<file path="src/logic/ata_timing_pkg.sv">
// Constants, the cycle state type and the ns-to-cycles rounding function for the ATA transfer timing control.
// Assumes one 100 MHz core clock; all phase lengths are counted in its cycles.
package ata_timing_pkg;

    localparam int CLK_PERIOD_NS = 10;

    // Register offsets on the plain register port
    localparam logic [7:0] CTRL_OFF = 8'hDD;
    localparam logic [7:0] UDMA_TIMING_OFF = 8'hDE;
    localparam logic [7:0] STROBE_TIMING_OFF = 8'hDF;

    // Reset values
    localparam logic [7:0] UDMA_TIMING_RESET = 8'h00;
    localparam logic [7:0] STROBE_TIMING_RESET = 8'h00;
    localparam logic CTRL_EN0_RESET = 1'b0;
    localparam logic [7:0] CTRL_FIXED_ONES = 8'h02;

    // Field positions
    localparam int MODE_MSB = 2;
    localparam int EN0_BIT = 0;
    localparam int ISP_MSB = 7;
    localparam int ISP_LSB = 6;
    localparam int RT_MSB = 5;
    localparam int RT_LSB = 4;
    localparam int DTE_BIT = 3;
    localparam int PPE_BIT = 2;
    localparam int IORDY_SAMPLING_ENABLE_BIT = 1;
    localparam int FTB_BIT = 0;

    // Ultra DMA minimum times in ns
    localparam int UDMA_M0_CT_NS = 267;
    localparam int UDMA_M0_RP_NS = 333;
    localparam int UDMA_M1_CT_NS = 167;
    localparam int UDMA_M1_RP_NS = 266;
    localparam int UDMA_M2_CT_NS = 133;
    localparam int UDMA_M2_RP_NS = 200;
    localparam int UDMA_M3_CT_NS = 100;
    localparam int UDMA_M3_RP_NS = 200;
    localparam int UDMA_M4_CT_NS = 66;
    localparam int UDMA_M4_RP_NS = 200;

    // Compatible timing phases in ns
    localparam int COMPAT8_ACT_NS = 300;
    localparam int COMPAT8_REC_NS = 300;
    localparam int COMPAT16_ACT_NS = 200;
    localparam int COMPAT16_REC_NS = 100;

    // Minimum times round up to whole cycles
    function automatic logic [7:0] min_cycles(input int ns);
        return 8'((ns + CLK_PERIOD_NS - 1) / CLK_PERIOD_NS);
    endfunction : min_cycles

    localparam logic [7:0] UDMA_M0_CT_CYC = min_cycles(UDMA_M0_CT_NS);
    localparam logic [7:0] UDMA_M0_RP_CYC = min_cycles(UDMA_M0_RP_NS);
    localparam logic [7:0] UDMA_M1_CT_CYC = min_cycles(UDMA_M1_CT_NS);
    localparam logic [7:0] UDMA_M1_RP_CYC = min_cycles(UDMA_M1_RP_NS);
    localparam logic [7:0] UDMA_M2_CT_CYC = min_cycles(UDMA_M2_CT_NS);
    localparam logic [7:0] UDMA_M2_RP_CYC = min_cycles(UDMA_M2_RP_NS);
    localparam logic [7:0] UDMA_M3_CT_CYC = min_cycles(UDMA_M3_CT_NS);
    localparam logic [7:0] UDMA_M3_RP_CYC = min_cycles(UDMA_M3_RP_NS);
    localparam logic [7:0] UDMA_M4_CT_CYC = min_cycles(UDMA_M4_CT_NS);
    localparam logic [7:0] UDMA_M4_RP_CYC = min_cycles(UDMA_M4_RP_NS);
    localparam logic [7:0] COMPAT8_ACT_CYC = min_cycles(COMPAT8_ACT_NS);
    localparam logic [7:0] COMPAT8_REC_CYC = min_cycles(COMPAT8_REC_NS);
    localparam logic [7:0] COMPAT16_ACT_CYC = min_cycles(COMPAT16_ACT_NS);
    localparam logic [7:0] COMPAT16_REC_CYC = min_cycles(COMPAT16_REC_NS);

    // Sample point and recovery counts in clocks
    localparam logic [7:0] ISP_00_CLK = 8'h05;
    localparam logic [7:0] ISP_01_CLK = 8'h04;
    localparam logic [7:0] ISP_10_CLK = 8'h03;
    localparam logic [7:0] ISP_11_CLK = 8'h02;
    localparam logic [7:0] RT_00_CLK = 8'h04;
    localparam logic [7:0] RT_01_CLK = 8'h03;
    localparam logic [7:0] RT_10_CLK = 8'h02;
    localparam logic [7:0] RT_11_CLK = 8'h01;

    typedef enum logic [1:0] {
        ST_IDLE = 2'b00,
        ST_ACTIVE = 2'b01,
        ST_WAIT_RDY = 2'b10,
        ST_RECOVER = 2'b11
    } cycle_state_t;

endpackage : ata_timing_pkg

</file>
<file path="src/logic/level_sync.sv">
// Two-stage synchroniser for one level from outside the clock domain.
// Assumes the input is a slowly changing level such as a drive ready pin.
`timescale 1ns/1ns
module level_sync (
    input wire logic clk,
    input wire logic reset,
    input wire logic async_in,
    output logic sync_out
);
    typedef struct packed {
        logic stage1;
        logic stage2;
    } sync_state_t;

    sync_state_t sync_ff;
    sync_state_t nxt_sync;

    always_comb begin
        nxt_sync.stage1 = async_in;
        nxt_sync.stage2 = sync_ff.stage1;
    end

    always_ff @(posedge clk) begin
        if (reset) begin
            sync_ff <= '0;
        end else begin
            sync_ff <= nxt_sync;
        end
    end

    assign sync_out = sync_ff.stage2;
endmodule : level_sync

</file>
<file path="src/logic/phase_timer.sv">
// Down counter that times one strobe phase in core clocks.
// Assumes the owner loads it in the cycle before the phase begins.
`timescale 1ns/1ns
module phase_timer (
    input wire logic clk,
    input wire logic reset,
    input wire logic load,
    input wire logic [7:0] load_value,
    output logic last
);
    typedef struct packed {
        logic [7:0] count;
    } timer_state_t;

    timer_state_t timer_ff;
    timer_state_t nxt_timer;

    always_comb begin
        nxt_timer = timer_ff;
        if (load) begin
            nxt_timer.count = load_value;
        end else if (timer_ff.count != 8'h00) begin
            nxt_timer.count = timer_ff.count - 8'h01;
        end
    end

    always_ff @(posedge clk) begin
        if (reset) begin
            timer_ff <= '0;
        end else begin
            timer_ff <= nxt_timer;
        end
    end

    // Final cycle of the phase; a zero count also ends it to avoid a hang
    assign last = (timer_ff.count <= 8'h01);
endmodule : phase_timer

</file>
<file path="src/logic/ata_transfer_timing_control.sv">
// ATA transfer timing control: timing registers and the strobe cycle engine.
// Assumes a register master on the same clock and an async drive ready pin.
//
// Contract
// - Upper five bits of the UDMA timing register always read zero.
// - Three-bit mode field selects UDMA cycle and ready-to-pause minimums.
// - Code 000 is mode 0: cycle 267 ns, pause 333 ns.
// - Code 001 is mode 1: cycle 167 ns, pause 266 ns.
// - Code 010 is mode 2: cycle 133 ns, pause 200 ns.
// - Code 011 is mode 3: cycle 100 ns, pause 200 ns.
// - Code 100 is mode 4: cycle 66 ns, pause 200 ns.
// - Sample point field sets clocks from strobe assertion to first ready sample.
// - Sample point codes 00,01,10,11 give five, four, three, two clocks.
// - In fast PIO, sample point field sets the strobe active phase length.
// - Recovery field sets minimum clocks from last ready sample to next strobe.
// - Recovery codes 00,01,10,11 give four, three, two, one clocks.
// - In fast PIO, recovery field sets the strobe inactive phase length.
// - DMA-only bit set: fast timing for DMA data, compatible for PIO data.
// - DMA-only bit clear: both DMA and PIO data use fast timing.
// - UDMA operation applies only while the drive 0 enable bit is set.
// - Non-data ports use 8-bit compatible timing; fast timing needs bank bit.
// - With ready sampling disabled, internal ready is forced asserted.
//
// Our own choice: the strobed register port.
`timescale 1ns/1ns
module ata_transfer_timing_control (
    input wire logic clk,
    input wire logic reset,
    input wire logic [7:0] reg_addr,
    input wire logic [7:0] reg_wdata,
    input wire logic reg_wr,
    input wire logic reg_rd,
    output logic [7:0] reg_rdata,
    input wire logic cyc_req,
    input wire logic cyc_dma,
    input wire logic cyc_data_port,
    output logic cyc_ready,
    output logic cyc_done,
    output logic cyc_fast,
    output logic cyc_udma,
    input wire logic iordy_pin,
    output logic io_strobe_n,
    output logic udma_active,
    output ata_timing_pkg::cycle_state_t cyc_phase,
    output logic [7:0] udma_cycle_min,
    output logic [7:0] udma_pause_min,
    output logic prefetch_enable
);
    import ata_timing_pkg::*;

    ////////////////////////////////////////////////////////////////////////////////
    // Decode helpers

    function automatic logic [7:0] sample_clocks(input logic [1:0] code);
        logic [7:0] clocks;
        clocks = ISP_00_CLK;
        case (code)
            2'b00: clocks = ISP_00_CLK;
            2'b01: clocks = ISP_01_CLK;
            2'b10: clocks = ISP_10_CLK;
            default: clocks = ISP_11_CLK;
        endcase
        return clocks;
    endfunction : sample_clocks

    function automatic logic [7:0] recovery_clocks(input logic [1:0] code);
        logic [7:0] clocks;
        clocks = RT_00_CLK;
        case (code)
            2'b00: clocks = RT_00_CLK;
            2'b01: clocks = RT_01_CLK;
            2'b10: clocks = RT_10_CLK;
            default: clocks = RT_11_CLK;
        endcase
        return clocks;
    endfunction : recovery_clocks

    function automatic logic [7:0] udma_cycle_clocks(input logic [2:0] mode);
        logic [7:0] clocks;
        clocks = UDMA_M0_CT_CYC;
        case (mode)
            3'b000: clocks = UDMA_M0_CT_CYC;
            3'b001: clocks = UDMA_M1_CT_CYC;
            3'b010: clocks = UDMA_M2_CT_CYC;
            3'b011: clocks = UDMA_M3_CT_CYC;
            3'b100: clocks = UDMA_M4_CT_CYC;
            default: clocks = UDMA_M0_CT_CYC;
        endcase
        return clocks;
    endfunction : udma_cycle_clocks

    function automatic logic [7:0] udma_pause_clocks(input logic [2:0] mode);
        logic [7:0] clocks;
        clocks = UDMA_M0_RP_CYC;
        case (mode)
            3'b000: clocks = UDMA_M0_RP_CYC;
            3'b001: clocks = UDMA_M1_RP_CYC;
            3'b010: clocks = UDMA_M2_RP_CYC;
            3'b011: clocks = UDMA_M3_RP_CYC;
            3'b100: clocks = UDMA_M4_RP_CYC;
            default: clocks = UDMA_M0_RP_CYC;
        endcase
        return clocks;
    endfunction : udma_pause_clocks

    ////////////////////////////////////////////////////////////////////////////////
    // State

    typedef struct packed {
        cycle_state_t phase;
        logic strobe_n;
        logic done;
        logic fast;
        logic udma;
        logic sample_io;
        logic [7:0] recovery_len;
        logic [2:0] udma_mode;
        logic [7:0] strobe_timing;
        logic udma_en;
        logic [7:0] rdata;
        logic [7:0] udma_ct;
        logic [7:0] udma_rp;
    } core_state_t;

    localparam core_state_t CORE_RESET = '{
        phase: ST_IDLE,
        strobe_n: 1'b1,
        done: 1'b0,
        fast: 1'b0,
        udma: 1'b0,
        sample_io: 1'b0,
        recovery_len: 8'h00,
        udma_mode: UDMA_TIMING_RESET[MODE_MSB:0],
        strobe_timing: STROBE_TIMING_RESET,
        udma_en: CTRL_EN0_RESET,
        rdata: 8'h00,
        udma_ct: UDMA_M0_CT_CYC,
        udma_rp: UDMA_M0_RP_CYC
    };

    core_state_t core_ff;
    core_state_t nxt_core;

    logic iordy_sync;
    logic timer_load;
    logic [7:0] timer_value;
    logic timer_last;

    ////////////////////////////////////////////////////////////////////////////////
    // Sub-blocks

    level_sync ready_sync (
        .clk(clk),
        .reset(reset),
        .async_in(iordy_pin),
        .sync_out(iordy_sync)
    );

    phase_timer strobe_timer (
        .clk(clk),
        .reset(reset),
        .load(timer_load),
        .load_value(timer_value),
        .last(timer_last)
    );

    ////////////////////////////////////////////////////////////////////////////////
    // Timing class selection for a new request

    logic fast_timing_bank;
    logic dma_only_fast_timing;
    logic iordy_sampling_enable;
    logic ready_eff;
    logic use_udma;
    logic use_fast;
    logic fast_pio;
    logic [7:0] act_len;
    logic [7:0] rec_len;

    always_comb begin
        fast_timing_bank = core_ff.strobe_timing[FTB_BIT];
        dma_only_fast_timing = core_ff.strobe_timing[DTE_BIT];
        iordy_sampling_enable = core_ff.strobe_timing[IORDY_SAMPLING_ENABLE_BIT];
        ready_eff = iordy_sampling_enable ? iordy_sync : 1'b1;
        use_udma = core_ff.udma_en && cyc_dma && cyc_data_port;
        // Fast timing only on the data port with the bank bit set
        use_fast = fast_timing_bank && cyc_data_port && (cyc_dma || !dma_only_fast_timing);
        fast_pio = use_fast && !cyc_dma;
        if (use_udma) begin
            // Strobe period split into two halves of the mode minimum
            act_len = core_ff.udma_ct - (core_ff.udma_ct >> 1);
            rec_len = core_ff.udma_ct >> 1;
        end else if (use_fast) begin
            act_len = sample_clocks(core_ff.strobe_timing[ISP_MSB:ISP_LSB]);
            rec_len = recovery_clocks(core_ff.strobe_timing[RT_MSB:RT_LSB]);
        end else if (cyc_data_port) begin
            act_len = COMPAT16_ACT_CYC;
            rec_len = COMPAT16_REC_CYC;
        end else begin
            act_len = COMPAT8_ACT_CYC;
            rec_len = COMPAT8_REC_CYC;
        end
    end

    ////////////////////////////////////////////////////////////////////////////////
    // Next state

    always_comb begin
        nxt_core = core_ff;
        nxt_core.done = 1'b0;
        nxt_core.rdata = 8'h00;
        timer_load = 1'b0;
        timer_value = 8'h00;

        // Register writes
        if (reg_wr) begin
            if (reg_addr == UDMA_TIMING_OFF) begin
                nxt_core.udma_mode = reg_wdata[MODE_MSB:0];
            end else if (reg_addr == STROBE_TIMING_OFF) begin
                nxt_core.strobe_timing = reg_wdata;
            end else if (reg_addr == CTRL_OFF) begin
                nxt_core.udma_en = reg_wdata[EN0_BIT];
            end
        end

        // Register reads; unmapped addresses read zero
        if (reg_rd) begin
            if (reg_addr == UDMA_TIMING_OFF) begin
                nxt_core.rdata = {5'h00, core_ff.udma_mode};
            end else if (reg_addr == STROBE_TIMING_OFF) begin
                nxt_core.rdata = core_ff.strobe_timing;
            end else if (reg_addr == CTRL_OFF) begin
                nxt_core.rdata = CTRL_FIXED_ONES | {7'h00, core_ff.udma_en};
            end
        end

        // Mode minimums follow the stored mode field
        nxt_core.udma_ct = udma_cycle_clocks(core_ff.udma_mode);
        nxt_core.udma_rp = udma_pause_clocks(core_ff.udma_mode);

        // Strobe cycle engine
        case (core_ff.phase)
            ST_IDLE: begin
                if (cyc_req) begin
                    nxt_core.phase = ST_ACTIVE;
                    nxt_core.strobe_n = 1'b0;
                    nxt_core.fast = use_fast && !use_udma;
                    nxt_core.udma = use_udma;
                    // Phase lengths are latched so later writes cannot stretch this cycle
                    nxt_core.recovery_len = rec_len;
                    nxt_core.sample_io = !fast_pio && !use_udma;
                    timer_load = 1'b1;
                    timer_value = act_len;
                end
            end
            ST_ACTIVE: begin
                if (timer_last) begin
                    if (core_ff.sample_io && !ready_eff) begin
                        nxt_core.phase = ST_WAIT_RDY;
                    end else begin
                        nxt_core.phase = ST_RECOVER;
                        nxt_core.strobe_n = 1'b1;
                        timer_load = 1'b1;
                        timer_value = core_ff.recovery_len;
                    end
                end
            end
            ST_WAIT_RDY: begin
                if (ready_eff) begin
                    nxt_core.phase = ST_RECOVER;
                    nxt_core.strobe_n = 1'b1;
                    timer_load = 1'b1;
                    timer_value = core_ff.recovery_len;
                end
            end
            ST_RECOVER: begin
                if (timer_last) begin
                    nxt_core.phase = ST_IDLE;
                    nxt_core.done = 1'b1;
                end
            end
            default: begin
                nxt_core.phase = ST_IDLE;
                nxt_core.strobe_n = 1'b1;
            end
        endcase
    end

    ////////////////////////////////////////////////////////////////////////////////
    // Registers

    always_ff @(posedge clk) begin
        if (reset) begin
            core_ff <= CORE_RESET;
        end else begin
            core_ff <= nxt_core;
        end
    end

    ////////////////////////////////////////////////////////////////////////////////
    // Outputs

    assign reg_rdata = core_ff.rdata;
    assign cyc_ready = (core_ff.phase == ST_IDLE);
    assign cyc_done = core_ff.done;
    assign cyc_fast = core_ff.fast;
    assign cyc_udma = core_ff.udma;
    assign io_strobe_n = core_ff.strobe_n;
    assign cyc_phase = core_ff.phase;
    assign udma_active = core_ff.udma_en;
    assign udma_cycle_min = core_ff.udma_ct;
    assign udma_pause_min = core_ff.udma_rp;
    assign prefetch_enable = core_ff.strobe_timing[PPE_BIT];

endmodule : ata_transfer_timing_control

</file>
<file path="config.mk">
export PLATFORM = sky130hd
export DESIGN_NAME = ata_transfer_timing_control
export DESIGN_NICKNAME = d
export VERILOG_FILES = /design/src/logic/ata_timing_pkg.sv /design/src/logic/level_sync.sv /design/src/logic/phase_timer.sv /design/src/logic/ata_transfer_timing_control.sv
export SDC_FILE = /design/constraint.sdc
export NUM_CORES = 1
export LEC_CHECK = 0
export ABC_AREA = 1
export BUFFER_PORTS_ARGS = -buffer_cell sky130_fd_sc_hd__buf_2
export CAP_MARGIN = 20
export CORE_MARGIN = 2
export CORE_UTILIZATION = 50
export CTS_CLUSTER_SIZE = 8
export DETAILED_ROUTE_END_ITERATION = 6
export PLACE_DENSITY_LB_ADDON = 0.2
export REMOVE_ABC_BUFFERS = 1
export SLEW_MARGIN = 20
export SYNTH_ARGS = -nofsm -noshare
export SYNTH_HDL_FRONTEND = slang
export SYNTH_SLANG_ARGS = --single-unit
export TNS_END_PERCENT = 100
</file>
<file path="constraint.sdc">
create_clock -name clk -period 1.7 [get_ports clk]
set_clock_uncertainty 0.1 [all_clocks]
set_input_delay 0.085 -clock clk [delete_from_list [all_inputs] [get_ports clk]]
set_output_delay 0.085 -clock clk [all_outputs]
set_load 0.02 [all_outputs]
</file>
==> results of run 1 <==
cell usage after synthesis (all sizes together):
cell and instances:
a211oi 1, a21oi 27, a31oi 4, buf 30
clkbuf 2, conb 1, dfxtp 52, fa 1
ha 16, inv 63, nand2 83, nand3 25
nand4 4, nor2 50, nor3 7, nor4 1
o211ai 2, o21ai 24, o21bai 1, o22ai 1
o31ai 1, or2 2, xnor2 1, xor2 1
repair_timing:
| action | in CTS | in global routing |
|---|---|---|
| pin swaps | 0 | 7 |
| endpoints found under the setup margin | 2 | 13 |
| hold endpoints to repair | 13 | 0 |
| buffers inserted | 0 | 1 |
| hold buffers | 11 | 0 |
| gates resized for setup | 1 | 27 |
flip-flops by register name, summed over array words and instances, names as in the netlist, 2 cells and up:
register,count
cyc_phase,2
udma_pause_min,5
udma_cycle_min,5
core_ff,16
strobe_timer.timer_ff,8
reg_rdata,8
placed cells by master (no fill, tap or decap), drive strengths merged:
| cell | count |
|---|---|
| nand3 | 25 |
| buf | 76 |
| o21ai | 24 |
| nor3 | 7 |
| nand2 | 83 |
| xor2 | 1 |
| nand4 | 4 |
| o31ai | 1 |
| a21oi | 27 |
| o22ai | 1 |
| o21bai | 1 |
| ha | 16 |
| a31oi | 4 |
| nor4 | 1 |
| clkinvlp | 1 |
| o211ai | 2 |
| dfxtp | 52 |
| clkbuf | 7 |
| a211oi | 1 |
| nor2 | 50 |
| bufinv | 1 |
| xnor2 | 1 |
| or2 | 2 |
| conb | 5 |
| inv | 62 |
| fa | 1 |
| dlygate4sd3 | 11 |
area by class of cell:
class	instances	area [um2]
tap	72	90.1
fill	497	2050
clock inverter	1	30.0
inverter	63	240
clock buffer	7	96.3
sequential	52	1040
timing repair buffer	87	553
multi-input combinational	257	1440
per-layer routing:
layer / up-vias / track usage / part of all wire
met3: 9 / 0.0419 / 0.041
met1: 1145 / 0.259 / 0.45
met5: - / 0 / 0
met2: 63 / 0.377 / 0.49
li1: 1362 / - / -
met4: 0 / 0.0814 / 0.019
critical path, cell delays in order (launching register included):
cell and delay (ns):
dfxtp_2 0.33, inv_2 0.06, ha_4 0.12, inv_2 0.04, fa_2 0.54, nand2_1 0.05, nand2_1 0.06, nand2_1 0.05
inv_1 0.05, nor2_1 0.04, nand2_1 0.04, nand2_1 0.06, a21oi_2 0.12
worst paths after layout:
| path | startpoint | endpoint | slack, ns | cells after the start |
|---|---|---|---|---|
| hold reg to reg | ready_sync.nxt_sync[0]$_SDFF_PP0_ | ready_sync.sync_out$_SDFF_PP0_ | 0.31 | 2 |
| setup reg to reg | udma_cycle_min[0]$_SDFF_PP1_ | strobe_timer.timer_ff[1]$_SDFFE_PP0P_ | 0.002 | 12 |
| setup / recovery | udma_cycle_min[0]$_SDFF_PP1_ | strobe_timer.timer_ff[1]$_SDFFE_PP0P_ | 0.002 | 12 |
| hold / removal | reg_addr[1] | reg_rdata[1]$_SDFF_PP0_ | 0.02 | 4 |
power by group through the flow:
stage                     Combinational [W]  Sequential [W]  Clock [W]
after global placement              0.00225         0.00153          0
after detailed placement            0.00229         0.00154          0
after global routing                0.00274         0.00154   0.000976
after floorplan                     0.00148         0.00159          0
after CTS                           0.00232         0.00151   0.000927
final                               0.00244         0.00152   0.000918
metrics by stage:
step / std cells / setup TNS (ns)
finish: 539 / 0
floorplan: 372 / -1.06
detailed placement: 519 / -0.0320
CTS: 538 / -0.0484
global route: 539 / -0.328
global placement: 519 / -0.00658
logic make-up (layout without fill, tap and decap cells):
kind of cell	after synthesis	in the layout	share of synthesized area
adders and majority gates	17	17	0.0762
xor gates and xnor gates	2	2	0.00606
DFF	52	52	0.360
AOI/OAI and AO/OA	61	61	0.117
other	1	5	0.00130
buffers and inverters	95	158	0.164
and+or+nand+nor	172	172	0.275
==> results.cfg, run 1 <==
[placement]
pre_cts_ws_ns = -0.0182
dp_hpwl_um = 4920
placed_area_mm2 = 0.00319
io_buffers = 51
gpl.final_weighted_congestion = 0.917

[global_routing]
grt_pass1_vias = 2474
grt_max_degree = 17
grt-ovfl-total = 0
antenna_found_initial = 0
grt_usage = 0.215
grt_pass1_wl_um = 10800

[routing]
wl_um = 6480
drc_errors = 0
drt_iter0_drc = 84
avgViaCountPerCell = 4.78
via_count = 2579
wl_per_cell_um = 12.0
postRouteAntennaNets = 0
first_pass_iters = 4

[power_and_ir_drop]
total_power_w = 0.00488
switching_power_w = 0.00196
swShare = 0.403
p_leak_nw = 1.77
seq_power_share = 0.311
ir_drop_mv = 0.722
intPower_w = 0.00291
powerDensity_mw_per_mm2 = 1400
pwr-share-clk = 0.188
p_comb_frac = 0.501

[sta]
rsz0062_at_grt = yes
hold_viol = 0
fin_crit_sh = 0.999
setup_slack_ns = 0.00202
clock.fmax_mhz = 589
slew_viol_final = 0
setup_viol_count_final = 0
fin_hold_ws_ns = 0.0154
post-route-min-period_ns = 1.70

[setup_path]
cp_max_fo = 2
crit_required_ns = 1.84
worst_setup_path_start_kind = register
worst_ep_arrival_time_ns = 1.84
cp-end-kind = register
crit_type = reg -> reg

[finish]
syn_to_final_growth_pct = 20.8
nets = 507
diodes = 0
fin_util = 0.630
drive_gt1_frac = 0.278
finalInstanceArea_mm2 = 0.00349

[floorplanning]
die_h_um = 80.0
fp.dieW_um = 80.0
core_area_mm2 = 0.00554
start_util = 0.521
rows = 27
dieArea_mm2 = 0.00640
io_pins = 57

[clocking]
h-tree-depth = 2
clock-root-buffer = clkbuf_8
clock_sinks = 52
worstSkewPairLatency_ns = 0.30
cts_buffers = 5
clkSlewWorstSetupHoldPaths_ns = 0.09
cts_tree = yes
clockBufferDepth = 2

[run]
max_cap_viol_count = 0

[hold_path]
worstHoldPathType = in -> reg

[logic_synthesis]
synth_seq_cells = 52
yosysWarnings = 0
yosysSeqAreaShare = 0.360
avgSynthCellArea_um2 = 7.22
yosys-top-cells-area = dfxtp_1 36%, nand2_1 9.4%, inv_1 7.9%
synth_top_area_cell = dfxtp_1
synth_cell_type_count = 37
synthCells = 400
yosys.area.top_type_share = 0.360
netlist_area_mm2 = 0.00289

[outcome]
status = finished clean
Note: power is estimated with default switching activity, not from simulation.
==> run 2, diff against run 1 <==
Settings changed: CORE_UTILIZATION 50 to 40.
==> results.cfg, run 2 (synthesized netlist as in run 1, its figures left out) <==
[setup_path]
cp-end-kind = register
cp_top_family = adder cells
cp_max_fo = 2
crit_required_ns = 1.81
worst_setup_path_start_kind = register
cp_cell_sequence = inv_2 -> ha_4 -> inv_4 -> fa_2 -> nand2_1 -> nand2_1 -> nand2_1 -> inv_1 -> nor2_1 -> nand2_1 -> nand2_1 -> a21oi_2
cp_slowest_cell = fa_2
crit_top_cell = nand2_1
crit_type = reg -> reg
cp_num_buf_inv = 3
cp_slowest_stage_delay_ns = 0.41
r2r_slack_ns = 0.03
worst_ep_arrival_time_ns = 1.77

[routing]
drc_errors = 0
drt_iter0_drc = 110
avgViaCountPerCell = 4.57
postRouteAntennaNets = 0
via_count = 2589
first_pass_iters = 4
wl_per_cell_um = 11.3
wl_um = 6380

[global_routing]
grt_max_degree = 17
antenna_found_initial = 0
grt_pass1_vias = 2396
grt_pass1_wl_um = 10700
grt_usage = 0.172
grt-ovfl-total = 0

[clocking]
h-tree-depth = 2
worstSkewPairLatency_ns = 0.31
clockBufferDepth = 2
clock_sinks = 52
cts_tree = yes
clock-root-buffer = clkbuf_8
cts_buffers = 5
clkSlewWorstSetupHoldPaths_ns = 0.10

[sta]
fin_hold_ws_ns = 0.0108
fin_crit_sh = 0.980
clock.fmax_mhz = 600
rsz0062_at_grt = yes
hold_viol = 0
setup_viol_count_final = 0
post-route-min-period_ns = 1.67
slew_viol_final = 0

[finish]
drive_gt1_frac = 0.289
largest_reg_flops = 16
fillers = 714
layout_common_cells = 70 x nand2_1, 56 x inv_1, 51 x buf_2
regArea_mm2 = 0.00105
diodes = 0
multi_input_area_mm2 = 0.00148
top_register = core_ff
layout.cells.non_filler = 566
final_common_cell = nand2_1
syn_to_final_growth_pct = 24.0
nets = 510

[floorplanning]
core_area_mm2 = 0.00691
fp.dieW_um = 89.0
rows = 30
die_h_um = 89.0
io_pins = 57
dieArea_mm2 = 0.00792
start_util = 0.418

[power_and_ir_drop]
powerDensity_mw_per_mm2 = 1350
p_leak_nw = 1.78
ir_drop_mv = 0.523

[placement]
io_buffers = 51
gpl.final_weighted_congestion = 0.905
dp_hpwl_um = 5020
post-place-cells = 545

[outcome]
status = finished clean

[run]
max_cap_viol_count = 0

[hold_path]
worstHoldPathType = in -> reg
-- run 2: cell types whose count changed in the layout (fill, tap and decap cells not counted), sizes merged --
cell,change
clkbuf,-2
buf,+3
clkinv,+1
inv,+1
-- run 2: tightest hold or removal path, cell delays in order --
cell,delay [ns]
buf_2,0.09
nor3_1,0.05
nand2_1,0.07
a31oi_1,0.08
-- run 2: where the power goes --
part,leakage (nW),switching (W),internal [W],total [W]
registers,0.424,0.000145,0.00139,0.00154
clock network,0.0541,0.000419,0.000436,0.000855
logic,1.30,0.00141,0.00102,0.00243
total,1.78,0.00197,0.00285,0.00482
-- run 2: area by class of cell --
type / count / area share
Multi-Input combinational cell: 257 / 0.414
Sequential cell: 52 / 0.293
Timing Repair Buffer: 90 / 0.161
Inverter: 63 / 0.0674
Tap cell: 96 / 0.0335
Clock buffer: 5 / 0.0192
Clock inverter: 3 / 0.0119
-- run 2: timing repair --
action,4_1_cts,5_1_grt
endpoints found under the hold margin,12,0
pin swaps,6,8
setup buffers,0,2
endpoints found under the setup margin,5,11
gates resized for setup,12,25
hold buffers,11,0
-- run 2: worst paths after layout --
check | cells after the start | startpoint | endpoint
worst max-delay path | 12 | udma_cycle_min[0]$_SDFF_PP1_ | strobe_timer.timer_ff[1]$_SDFFE_PP0P_
worst min register to register | 2 | ready_sync.nxt_sync[0]$_SDFF_PP0_ | ready_sync.sync_out$_SDFF_PP0_
worst min-delay path | 4 | reg_addr[1] | reg_rdata[1]$_SDFF_PP0_
worst max register to register | 12 | udma_cycle_min[0]$_SDFF_PP1_ | strobe_timer.timer_ff[1]$_SDFFE_PP0P_
-- run 2: layer usage --
layer / vias to the layer above / track usage / wire, um
li1: 1367 / - / -
met1: 1154 / 0.219 / 2920
met2: 61 / 0.295 / 3100
met3: 7 / 0.0351 / 283
met4: 0 / 0.0475 / 79
met5: - / 0 / 0
-- run 2: per-stage QoR --
stage	area (um2)	setup TNS (ns)	worst slack (ns)	util	power [W]
after floorplan	2670	-1.06	-0.271	-	0.00306
after detailed placement	3240	-0.0921	-0.0619	0.469	0.00382
after CTS	3490	0	0.0138	0.505	0.00473
final	3580	0	0.0332	0.519	0.00482
after global placement	3240	-0.0417	-0.0417	0.469	0.00380
after global routing	3580	-0.253	-0.0646	0.519	0.00523
